<file path="src/rtl/oobfc_pkg.sv">
package oobfc_pkg;

  // ---------------------------------------------------------------
  // Clocking and link rates
  // ---------------------------------------------------------------
  localparam int SYS_CLK_MHZ   = 25;                      // System clock rate
  localparam int LINK_DIV      = 2;                       // Link clock is system clock over two
  localparam int LINK_MAX_MHZ  = 100;                     // Ceiling of the serial link clock
  localparam int LINK_CLK_MHZ  = SYS_CLK_MHZ / LINK_DIV;  // Generated link clock rate
  localparam bit LINK_RATE_OK  = (LINK_CLK_MHZ <= LINK_MAX_MHZ);

  // ---------------------------------------------------------------
  // Widths and depths
  // ---------------------------------------------------------------
  localparam int NUM_LANES     = 8;                       // Configured lane count
  localparam int CAL_W         = 16;                      // Calendar width
  localparam int FIFO_DEPTH    = 16;                      // Words held ahead of the serializer
  localparam int FRAME_W       = 27;                      // Longest frame in bits

  // ---------------------------------------------------------------
  // Frame lengths and field positions
  // ---------------------------------------------------------------
  localparam logic [4:0] FRAME_CAL_LEN  = 5'h12;          // Mode, calendar, parity
  localparam logic [4:0] FRAME_STAT_LEN = 5'h1B;          // Mode, calendar, lanes, link, parity
  localparam int CAL_ONLY_CAL_LSB  = 1;                   // Calendar position, short frame
  localparam int STAT_CAL_LSB      = 10;                  // Calendar position, long frame
  localparam int STAT_LANE_LSB     = 2;                   // Lane field position, long frame
  localparam int STAT_LINK_BIT     = 1;                   // Link bit position, long frame

  // ---------------------------------------------------------------
  // Types
  // ---------------------------------------------------------------
  typedef struct packed {
    logic                 ena_status;                     // Send health with the calendar
    logic [NUM_LANES-1:0] lane;                           // Per-lane health
    logic                 link;                           // Link health
    logic [CAL_W-1:0]     cal;                            // Calendar
  } oobfc_word_s;

  typedef enum logic [1:0] {
    TX_IDLE = 2'h1,                                       // Waiting for a word
    TX_SEND = 2'h2                                        // Shifting a frame out
  } oobfc_tx_e;

endpackage

</file>
<file path="src/rtl/oobfc_top.sv">
`timescale 1ns/100ps

// -----------------------------------------------------------------
// Buffer between user words and the serializer
// -----------------------------------------------------------------
module oobfc_fifo
  import oobfc_pkg::*;
#(
  parameter int WIDTH = 26,
  parameter int DEPTH = 16
) (
  // Clock and reset
  input  wire logic             i_clk,
  input  wire logic             i_rst,
  // Filling side
  input  wire logic             i_in_valid,
  input  wire logic [WIDTH-1:0] i_in_data,
  output logic                  o_in_ready,
  // Draining side
  output logic                  o_out_valid,
  output logic [WIDTH-1:0]      o_out_data,
  input  wire logic             i_out_ready
);
  localparam int AW = $clog2(DEPTH);

  logic [WIDTH-1:0] mem [DEPTH];     // Word storage
  logic [AW-1:0]    wr_ptr;          // Next slot to fill
  logic [AW-1:0]    rd_ptr;          // Next slot to drain
  logic [AW:0]      count;           // Words held
  logic [AW:0]      next_count;      // Words held after this cycle
  logic             push;            // Word accepted
  logic             pop;             // Word removed

  assign push       = i_in_valid && o_in_ready;
  assign pop        = o_out_valid && i_out_ready;
  assign o_out_data = mem[rd_ptr];

  // Occupancy after this cycle
  always_comb
  begin
    next_count = count;
    if (push && !pop)
    begin
      next_count = count + (AW+1)'(1);
    end
    else if (pop && !push)
    begin
      next_count = count - (AW+1)'(1);
    end
  end

  // Storage write
  always_ff @(posedge i_clk)
  begin
    if (push)
    begin
      mem[wr_ptr] <= i_in_data;
    end
  end

  // Pointers, count and registered flags
  always_ff @(posedge i_clk)
  begin
    if (i_rst)
    begin
      wr_ptr      <= '0;
      rd_ptr      <= '0;
      count       <= '0;
      o_in_ready  <= 1'b1;
      o_out_valid <= 1'b0;
    end
    else
    begin
      if (push)
      begin
        wr_ptr <= wr_ptr + AW'(1);
      end
      if (pop)
      begin
        rd_ptr <= rd_ptr + AW'(1);
      end
      count       <= next_count;
      o_in_ready  <= (next_count != (AW+1)'(DEPTH));
      o_out_valid <= (next_count != '0);
    end
  end

  fifo_no_overflow_a: assert property (@(posedge i_clk) disable iff (i_rst)
    (o_in_ready == (count != (AW+1)'(DEPTH))) && (o_out_valid == (count != '0)))
    else $error("fifo flags disagree with occupancy");
endmodule

`timescale 1ns/100ps
// -----------------------------------------------------------------
// Out-of-band flow control, transmit and receive halves
// -----------------------------------------------------------------
module oobfc_top
  import oobfc_pkg::*;
(
  // System clock and receive-side reset
  input  wire logic                 i_sys_clk,
  input  wire logic                 i_sys_rst,
  // Transmit-side reset
  input  wire logic                 i_tx_side_rst,
  // Transmit user side
  input  wire logic                 i_tx_valid,
  input  wire logic                 i_tx_ena_status,
  input  wire logic [NUM_LANES-1:0] i_tx_lane_status,
  input  wire logic                 i_tx_link_status,
  input  wire logic [CAL_W-1:0]     i_tx_calendar,
  output logic                      o_tx_ready,
  // Transmit serial link
  output logic                      o_tx_link_clk,
  output logic                      o_tx_link_data,
  output logic                      o_tx_link_sync,
  // Receive serial link
  input  wire logic                 i_rx_link_clk,
  input  wire logic                 i_rx_link_data,
  input  wire logic                 i_rx_link_sync,
  // Receive user side
  output logic [CAL_W-1:0]          o_rx_calendar,
  output logic [NUM_LANES-1:0]      o_rx_lane_status,
  output logic                      o_rx_link_status,
  output logic                      o_rx_calendar_update,
  output logic                      o_rx_status_update,
  output logic                      o_rx_calendar_error,
  output logic                      o_rx_status_error
);

  // -----------------------------------------------------------------
  // Shared functions
  // -----------------------------------------------------------------

  // Builds a left-aligned frame, even parity right after its last field
  function automatic logic [FRAME_W-1:0] build_frame(input oobfc_word_s w);
    logic [FRAME_W-2:0] body;
    logic [FRAME_W-1:0] frame;
    body  = '0;
    frame = '0;
    if (w.ena_status)
    begin
      // Long frame: parity is the last of all its bits
      body  = {1'b1, w.cal, w.lane, w.link};
      frame = {body, ^body};
    end
    else
    begin
      // Short frame: parity follows the calendar so it is sent as its last bit
      frame = {1'b0, w.cal, ^w.cal, 9'h000};
    end
    return frame;
  endfunction

  // Frame length for a mode bit
  function automatic logic [4:0] frame_len(input logic mode);
    return mode ? FRAME_STAT_LEN : FRAME_CAL_LEN;
  endfunction

  // -----------------------------------------------------------------
  // Transmit half: buffering, clock divider and serializer
  // -----------------------------------------------------------------
  oobfc_word_s        tx_in_word;    // Word presented by user logic
  oobfc_word_s        tx_head;       // Oldest buffered word
  logic               tx_head_valid; // Buffer holds a word
  logic               tx_fall;       // Link clock falls at this edge
  logic               tx_start;      // Frame begins at this edge
  logic [FRAME_W-1:0] tx_frame;      // Frame built from the head word
  logic [FRAME_W-1:0] tx_sr;         // Bits still to send
  logic [4:0]         tx_left;       // Bits left after the current one
  oobfc_tx_e          tx_state;      // Serializer state

  assign tx_in_word = '{ena_status: i_tx_ena_status, lane: i_tx_lane_status,
                        link: i_tx_link_status, cal: i_tx_calendar};
  assign tx_frame   = build_frame(tx_head);
  assign tx_fall    = o_tx_link_clk;
  assign tx_start   = tx_fall && tx_head_valid && ((tx_state == TX_IDLE) || (tx_left == 5'h00));

  oobfc_fifo #(
    .WIDTH ($bits(oobfc_word_s)),
    .DEPTH (FIFO_DEPTH)
  ) u_tx_fifo (
    .i_clk       (i_sys_clk),
    .i_rst       (i_tx_side_rst),
    .i_in_valid  (i_tx_valid),
    .i_in_data   (tx_in_word),
    .o_in_ready  (o_tx_ready),
    .o_out_valid (tx_head_valid),
    .o_out_data  (tx_head),
    .i_out_ready (tx_start)
  );

  // Link clock divider, free-running, halves the system clock
  always_ff @(posedge i_sys_clk)
  begin
    if (i_tx_side_rst)
    begin
      o_tx_link_clk <= 1'b0;
    end
    else
    begin
      o_tx_link_clk <= ~o_tx_link_clk;
    end
  end

  // Serializer, bits change with the falling link clock
  always_ff @(posedge i_sys_clk)
  begin
    if (i_tx_side_rst)
    begin
      tx_state       <= TX_IDLE;
      tx_sr          <= '0;
      tx_left        <= 5'h00;
      o_tx_link_data <= 1'b0;
      o_tx_link_sync <= 1'b0;
    end
    else if (tx_start)
    begin
      // First bit goes out with sync high
      tx_state       <= TX_SEND;
      o_tx_link_data <= tx_frame[FRAME_W-1];
      o_tx_link_sync <= 1'b1;
      tx_sr          <= {tx_frame[FRAME_W-2:0], 1'b0};
      tx_left        <= frame_len(tx_head.ena_status) - 5'h01;
    end
    else if (tx_fall)
    begin
      unique case (tx_state)
        TX_IDLE:
        begin
          o_tx_link_data <= 1'b0;
          o_tx_link_sync <= 1'b0;
        end
        TX_SEND:
        begin
          o_tx_link_sync <= 1'b0;
          if (tx_left == 5'h00)
          begin
            // Frame done, nothing waiting
            o_tx_link_data <= 1'b0;
            tx_state       <= TX_IDLE;
          end
          else
          begin
            // Next bit of the frame
            o_tx_link_data <= tx_sr[FRAME_W-1];
            tx_sr          <= {tx_sr[FRAME_W-2:0], 1'b0};
            tx_left        <= tx_left - 5'h01;
          end
        end
      endcase
    end
  end

  link_clk_div_a: assert property (@(posedge i_sys_clk) disable iff (i_tx_side_rst)
    !$past(i_tx_side_rst) |-> (o_tx_link_clk != $past(o_tx_link_clk)))
    else $error("link clock did not toggle");

  tx_launch_edge_a: assert property (@(posedge i_sys_clk) disable iff (i_tx_side_rst)
    ($changed(o_tx_link_data) || $changed(o_tx_link_sync)) |-> !o_tx_link_clk)
    else $error("link data changed off the falling edge");

  sync_one_bit_a: assert property (@(posedge i_sys_clk) disable iff (i_tx_side_rst)
    $rose(o_tx_link_sync) |=> o_tx_link_sync ##1 !o_tx_link_sync)
    else $error("sync not one link bit long");

  tx_mode_bit_a: assert property (@(posedge i_sys_clk) disable iff (i_tx_side_rst)
    tx_start |=> (o_tx_link_data == $past(tx_head.ena_status)) && o_tx_link_sync)
    else $error("first frame bit is not the status enable");

  tx_reset_idle_a: assert property (@(posedge i_sys_clk) disable iff (i_sys_rst)
    i_tx_side_rst |=> !o_tx_link_clk && !o_tx_link_sync && !o_tx_link_data)
    else $error("transmit reset did not quiet the link");

  // -----------------------------------------------------------------
  // Receive half: edge detect, deserializer and checks
  // -----------------------------------------------------------------
  logic               rx_clk_prev;   // Link clock one cycle ago
  logic               rx_rise;       // Link clock rising now
  logic               rx_busy;       // Inside a frame
  logic               rx_mode;       // Frame carries health
  logic [4:0]         rx_cnt;        // Bits gathered
  logic [FRAME_W-1:0] rx_sr;         // Gathered bits
  logic [FRAME_W-1:0] next_rx_sr;    // Gathered bits with this one
  logic [4:0]         next_rx_cnt;   // Count with this bit
  logic               rx_done;       // Last bit of a frame now
  logic               rx_good;       // Parity holds over the frame

  assign rx_rise     = i_rx_link_clk && !rx_clk_prev;
  assign next_rx_sr  = {rx_sr[FRAME_W-2:0], i_rx_link_data};
  assign next_rx_cnt = rx_cnt + 5'h01;
  assign rx_done     = rx_rise && rx_busy && !i_rx_link_sync && (next_rx_cnt == frame_len(rx_mode));
  assign rx_good     = rx_mode ? !(^next_rx_sr) : !(^next_rx_sr[FRAME_CAL_LEN-1:0]);

  // Link clock history for edge detection
  always_ff @(posedge i_sys_clk)
  begin
    if (i_sys_rst)
    begin
      rx_clk_prev <= 1'b0;
    end
    else
    begin
      rx_clk_prev <= i_rx_link_clk;
    end
  end

  // Deserializer, sync restarts a frame at any time
  always_ff @(posedge i_sys_clk)
  begin
    if (i_sys_rst)
    begin
      rx_busy <= 1'b0;
      rx_mode <= 1'b0;
      rx_cnt  <= 5'h00;
      rx_sr   <= '0;
    end
    else if (rx_rise)
    begin
      if (i_rx_link_sync)
      begin
        // First bit carries the mode
        rx_busy <= 1'b1;
        rx_mode <= i_rx_link_data;
        rx_cnt  <= 5'h01;
        rx_sr   <= {{(FRAME_W-1){1'b0}}, i_rx_link_data};
      end
      else if (rx_busy)
      begin
        rx_sr  <= next_rx_sr;
        rx_cnt <= next_rx_cnt;
        if (rx_done)
        begin
          rx_busy <= 1'b0;
        end
      end
    end
  end

  // Results to user logic in the system clock domain
  always_ff @(posedge i_sys_clk)
  begin
    if (i_sys_rst)
    begin
      o_rx_calendar        <= '0;
      o_rx_lane_status     <= '0;
      o_rx_link_status     <= 1'b0;
      o_rx_calendar_update <= 1'b0;
      o_rx_status_update   <= 1'b0;
      o_rx_calendar_error  <= 1'b0;
      o_rx_status_error    <= 1'b0;
    end
    else
    begin
      o_rx_calendar_update <= 1'b0;
      o_rx_status_update   <= 1'b0;
      if (rx_done && rx_good)
      begin
        // Good frame updates values and clears its error
        o_rx_calendar_update <= 1'b1;
        o_rx_calendar_error  <= 1'b0;
        if (rx_mode)
        begin
          o_rx_calendar      <= next_rx_sr[STAT_CAL_LSB +: CAL_W];
          o_rx_lane_status   <= next_rx_sr[STAT_LANE_LSB +: NUM_LANES];
          o_rx_link_status   <= next_rx_sr[STAT_LINK_BIT];
          o_rx_status_update <= 1'b1;
          o_rx_status_error  <= 1'b0;
        end
        else
        begin
          o_rx_calendar <= next_rx_sr[CAL_ONLY_CAL_LSB +: CAL_W];
        end
      end
      else if (rx_done)
      begin
        // Failed frame keeps old values, raises the calendar error, and raises the status error if long
        o_rx_calendar_error <= 1'b1;
        if (rx_mode)
        begin
          o_rx_status_error <= 1'b1;
        end
      end
    end
  end

  rx_rate_ratio_a: assert property (@(posedge i_sys_clk) disable iff (i_sys_rst)
    rx_rise |=> !rx_rise)
    else $error("link clock faster than half the system clock");

  rx_sample_rise_a: assert property (@(posedge i_sys_clk) disable iff (i_sys_rst)
    $changed(rx_cnt) |-> $past(rx_rise))
    else $error("receiver moved without a link clock rise");

  rx_update_error_a: assert property (@(posedge i_sys_clk) disable iff (i_sys_rst)
    o_rx_calendar_update |-> !o_rx_calendar_error && $past(rx_done))
    else $error("calendar update with error or without a frame");

  rx_status_pair_a: assert property (@(posedge i_sys_clk) disable iff (i_sys_rst)
    o_rx_status_update |-> o_rx_calendar_update && !o_rx_status_error)
    else $error("status update without a calendar update");

endmodule

</file>
<file path="config.mk">
export PLATFORM = sky130hd
export DESIGN_NAME = oobfc_top
export DESIGN_NICKNAME = d
export VERILOG_FILES = /design/src/rtl/oobfc_pkg.sv /design/src/rtl/oobfc_top.sv
export SDC_FILE = /design/constraint.sdc
export NUM_CORES = 1
export LEC_CHECK = 0
export ABC_AREA = 1
export BUFFER_PORTS_ARGS = -buffer_cell sky130_fd_sc_hd__buf_2
export CAP_MARGIN = 20
export CORE_AREA = 4 4 207 209
export CTS_CLUSTER_DIAMETER = 150
export DETAILED_ROUTE_END_ITERATION = 16
export DIE_AREA = 0 0 211 213
export GPL_TIMING_DRIVEN = 0
export PLACE_DENSITY_LB_ADDON = 0.25
export SYNTH_ARGS = -nofsm -noshare
export SYNTH_HDL_FRONTEND = slang
export SYNTH_SLANG_ARGS = --single-unit
</file>
<file path="constraint.sdc">
create_clock -name i_sys_clk -period 2.4 [get_ports i_sys_clk]
set_input_delay 0.48 -clock i_sys_clk [delete_from_list [all_inputs] [get_ports i_sys_clk]]
set_output_delay 0.48 -clock i_sys_clk [all_outputs]
set_load 0.02 [all_outputs]
</file>
## Word level (Yosys, flattened, before mapping)

Memories as Yosys holds them, arrays and structs flattened. A register that Yosys moved wholly into a read port is not among the register bits.
Cells that the tools add are included.

- Register bits after elaboration: 114
- Word-level logic and storage cells: 121
- Memories kept: 1
- Output and inout bits: 33
- Bits in writable memories: 416

Memory list:

| memory | depth | width | rd ports | clocked after Yosys merged registers in | write ports | line | RTL |
|---|---|---|---|---|---|---|---|
| u_tx_fifo.mem | 16 | 26 | 1 | 1 | 1 | oobfc_top.sv:26 | `logic [WIDTH-1:0] mem [DEPTH];` |

- Bitwise logic cells: 2
- Equality and inequality tests: 7
- Add/subtract/negate cells: 7
- Mux-type cells: 43
- Reduce and logical (&&, ||, !) cells: 38

Operators with widths:

| cell | count |
|---|---|
| 27-bit two-way mux | 5 |
| 26-bit two-way mux | 2 |
| 5-bit two-way mux | 8 |
| 27-bit XOR reduction | 1 |
| 26-bit XOR reduction | 1 |
| 1-bit two-way mux | 18 |
| 18-bit XOR reduction | 1 |
| 16-bit two-way mux | 1 |
| 4-bit two-way mux | 4 |
| 16-bit XOR reduction | 1 |
| 5-bit by 1-bit subtractor with 5-bit output (second input constant) | 3 |
| 1-bit logical AND | 11 |
| 5-bit by 1-bit adder with 5-bit output (second input constant) | 2 |
| 2-bit nonzero test | 5 |
| 3-bit AND reduction | 3 |
| 4-bit by 1-bit adder with 4-bit output (second input constant) | 2 |
| 2-bit two-way mux | 4 |
| 1-bit zero test | 6 |
| 2-bit AND reduction | 3 |
| 2-bit OR reduction | 3 |
| 5-bit == test | 1 |
| 5-bit zero test | 1 |
| 5-bit inequality test (second input constant) | 1 |
| 5-bit nonzero test | 1 |
| 7 further kinds | 9 |

## Depth between registers and ports, before layout

- Depth in word-level cells: 8
- Depth in mapped cells: 23

## Hierarchy

Synthesis repeated with hierarchy kept, for this count alone.

- Cell total of the unflattened synthesis: 2,071
- Area, all modules: 22,112.5 um^2

By module, submodules not included:

| module | seq. area each (um^2) | area an instance (um^2) | times used | cells each |
|---|---|---|---|---|
| oobfc_fifo | 12,872.3 | 17,220.3 | 1 | 1,345 |
| oobfc_top | 1,981.9 | 4,892.2 | 1 | 726 |

## Least setup slack after synthesis

Ideal clock, no wire load.

- Path kind: input port to flip-flop
- Start point: input i_tx_valid
- End point: memory u_tx_fifo.mem[0][0] (enable)
- Setup time: 0.409 ns
- Arrival time: 1.934 ns
- Slack: 0.057 ns
- Stages on the path: 4
- Path through: nand2_1 inv_1 nand2_1 nor2_1

- Cells in the longest elaborated chain, start to end: 3

RTL lines:

| item | line | RTL |
|---|---|---|
| start: declaration | oobfc_top.sv:106 | `input wire logic i_tx_valid,` |
| 1-bit logical AND | oobfc_top.sv:34 | `assign push = i_in_valid && o_in_ready;` |
| 1-bit two-way mux | oobfc_top.sv:55 | `if (push)` |
| 1-bit two-way mux (implied by the code) | oobfc_top.sv:57 | `mem[wr_ptr] <= i_in_data;` |
| end: declaration | oobfc_top.sv:26 |  |

Every way passes these cells.

==> summary.txt <==
Flow run
  • MaxCap Viol Count: 0

Timing
  • Setup tns final: -440 ps
  • Setup Skew: 15.4 ps
  • Peak Freq: 0.390 GHz
  • WHS: 100 ps
  • Slew Viols, Final: 0
  • Final setup fails: 4
  • Final worst slack: -166 ps
  • RSZ-0062 raised after global routing: yes
  • Worst Max-Slew Pin Slew: 849 ps
  • Rel. slew slack: 43.3%
  • Final period utilization: 107%
  • Final hold vios: 0
  • Period minus WS final: 2570 ps

Clock tree
  • Worst-path clk slew: 60 ps
  • Clock Latency Late Sink: 620 ps
  • Num CTS Buffers: 53
  • Clock Tree Root: clkbuf_16
  • Clock buffer depth: 3
  • Htree depth: 2
  • TritonCTS clock tree: done
  • Clk sinks: 534

Cells and area
  • Final nets: 2492
  • Final Util: 67.3%
  • Diode count: 0
  • Area grow syn2layout: 20.5%
  • Most common cell after layout, fill and taps aside: nand2_1
  • Fillers: 2843
  • Layout cell share with drive strength beyond 1: 18.6%
  • Fin cells: 3026
  • Most frequent cells in the layout: nand2_1, edfxtp_1, inv_1
  • Fin area: 27500 µm²

Pwr
  • Peak VDD IR: 0.682 mV
  • Cell leakage power: 10.7 nW
  • PD cells: 837 nW/µm²

Die
  • I/O Pins: 66
  • Die Y: 213 µm
  • Die width: 211 µm
  • Core ar.: 40800 µm²
  • Row count: 74
  • Initial Utilization: 55.8%
  • Total Die Area: 44900 µm²

Placement
  • DP Area: 24300 µm²
  • Port Buffer Count: 63
  • Detailed Place HPWL: 41.5 mm
  • Dpl cells: 2876
  • Placer Congestion: 0.879

Route
  • Drc violations: 0
  • Vias per Instance: 5.87
  • Number of DRC markers in iteration 0: 2233
  • Per-cell routed wire length: 22.3 µm
  • Drt first pass iters: 6
  • ANT nets after route: 0
  • DR vias: 17773
  • Post-Route WL: 67.5 mm

Synthesis
  • Cell Area, Synth: 22800 µm²
  • Syn_nets: 2307
  • Flops & latches, synth: 534
  • Mapped Cells: 2265
  • Register area share after synthesis: 65.1%
  • Cell variety after synth: 44
  • Synth warnings: 0
  • Syn Area/Cell: 10.1 µm²

Critical path
  • Crit path required time: 2870 ps
  • CP max FO: 7
  • Nature of the critical path startpoint: flip-flop
  • Worst EP arrival: 3030 ps
  • Critical path class: flip-flop to flip-flop
  • CP endpoint kind: flip-flop

Global route
  • GRT overflow: 0
  • Initial antenna violation count: 0
  • Vias in the first global route: 16700
  • Largest net degree at the start of global routing: 25
  • Global-route wire length before repair: 98.3 mm
  • All-Layer GR Usage: 28.9%

Status
  • Failing checks: negative setup slack
  • Outcome: complete, but fails checks

Worst hold path
  • Hold WC Path Type: input port to flip-flop
## where the power goes
group	switching, mW	internal [mW]
combinational	3.14	1.81
clock	3.52	4.21
sequential	0.124	10.2
## routing by layer
layer | global-route usage, % | up-vias | routed length (µm) | part of all wire [%]
met5 | 0 | - | 0 | 0
met4 | 12.9 | 0 | 3950 | 5.9
met3 | 4.91 | 268 | 7770 | 11
met2 | 47.8 | 1116 | 31300 | 46
met1 | 37.9 | 8398 | 24600 | 36
li1 | - | 7991 | - | -
## kinds of logic (layout without fill, tap and decap cells)
family          after synthesis  after routing  share of synthesized area, %
fa+ha+maj                     9              9                         0.494
compound gates              294            294                          7.17
xor+xnor                     47             47                          1.87
mux                           8              8                         0.351
simple gates               1038           1039                          18.6
flops                       534            534                          65.1
buf+inv                     335            563                          6.37
## flip-flops by register name, summed over array words and instances (netlist names), 2 cells and up, named ones only
| register | count |
|---|---|
| o_rx_calendar | 16 |
| o_rx_lane_status | 8 |
| rx_cnt | 5 |
| rx_sr | 26 |
| tx_left | 5 |
| tx_sr | 26 |
| tx_state | 2 |
| u_tx_fifo.count | 5 |
| u_tx_fifo.mem | 416 |
| u_tx_fifo.rd_ptr | 4 |
| u_tx_fifo.wr_ptr | 4 |
## cell usage after synthesis, drive strengths merged
cell / instances / area [µm²]
o211a: 1 / 10.0
clkbuf: 41 / 154
o21ai: 150 / 751
a221o: 1 / 10.0
a22oi: 8 / 60.1
or3: 1 / 6.26
buf: 71 / 459
nor2: 214 / 816
o22ai: 1 / 6.26
a31oi: 1 / 6.26
nor3b: 1 / 7.51
a31o: 1 / 8.76
o21a: 1 / 7.51
o31ai: 1 / 7.51
clkinv: 5 / 18.8
nand4: 4 / 25.0
ha: 9 / 113
mux2i: 8 / 80.1
xnor2: 28 / 260
inv: 218 / 821
nor4: 1 / 6.26
and3: 3 / 18.8
nor3: 9 / 50.1
xor2: 19 / 166
a21oi: 85 / 429
o221ai: 6 / 52.6
nand3: 223 / 1120
nand2: 582 / 2200
o211ai: 37 / 278
edfxtp: 416 / 12500
dfxtp: 118 / 2360
a221oi: 1 / 8.76
## stage by stage
stage / setup slack [ps] / power [mW]
4_1_cts: -30.1 / 22.2
3_3_place_gp: -1840 / 14.0
6_report: -166 / 23.0
5_1_grt: -231 / 23.8
3_5_place_dp: -842 / 14.2
2_1_floorplan: 57.1 / 13.0
## worst max-delay path, stage by stage (launching register included)
cell and delay (ps):
dfxtp_2 340, buf_8 150, inv_8 50, bufbuf_16 280, buf_12 150, nand2_1 50
nand2_1 50, nand2_1 70, nand3_2 110, nand3_4 110, nand2_8 90, buf_12 140
inv_1 80, nand2_1 70, nand2_1 100, nand2_2 70, nand2_2 60, inv_1 40
nand2_1 70, nand2_2 70, inv_1 60, nand3_1 60, nand3_1 80, a21oi_1 60
## final cells by class
| cell class | instances | area (µm²) | share of cell area (%) |
|---|---|---|---|
| inverters | 223 | 860 | 3.13 |
| multi-input cells | 1397 | 7350 | 26.7 |
| well taps | 532 | 666 | 2.42 |
| clock buffers | 64 | 1380 | 5.02 |
| repair buffers | 131 | 1250 | 4.54 |
| flip-flops and latches | 534 | 14900 | 54.1 |
| plain buffers | 110 | 901 | 3.28 |
| clock inverters | 35 | 214 | 0.779 |
## worst paths after layout
check                                        from                end  slack [ps]  depth (start not counted)
worst max-delay path                    flip-flop           tx_sr[1]        -170                         23
worst min-delay path                i_rx_link_clk        rx_clk_prev         100                          3
worst max register to register          flip-flop           tx_sr[1]        -170                         23
worst min register to register  o_rx_calendar[12]  o_rx_calendar[12]         460                          2
## repair_timing
| action | in CTS | in global routing |
|---|---|---|
| pin swaps | 34 | 70 |
| gates cloned | 2 | 6 |
| setup endpoints to repair | 40 | 59 |
| gates resized for setup | 160 | 161 |
| buffers inserted | 20 | 27 |
| hold buffers | 0 | 0 |
(Power assumes the default switching activity.)
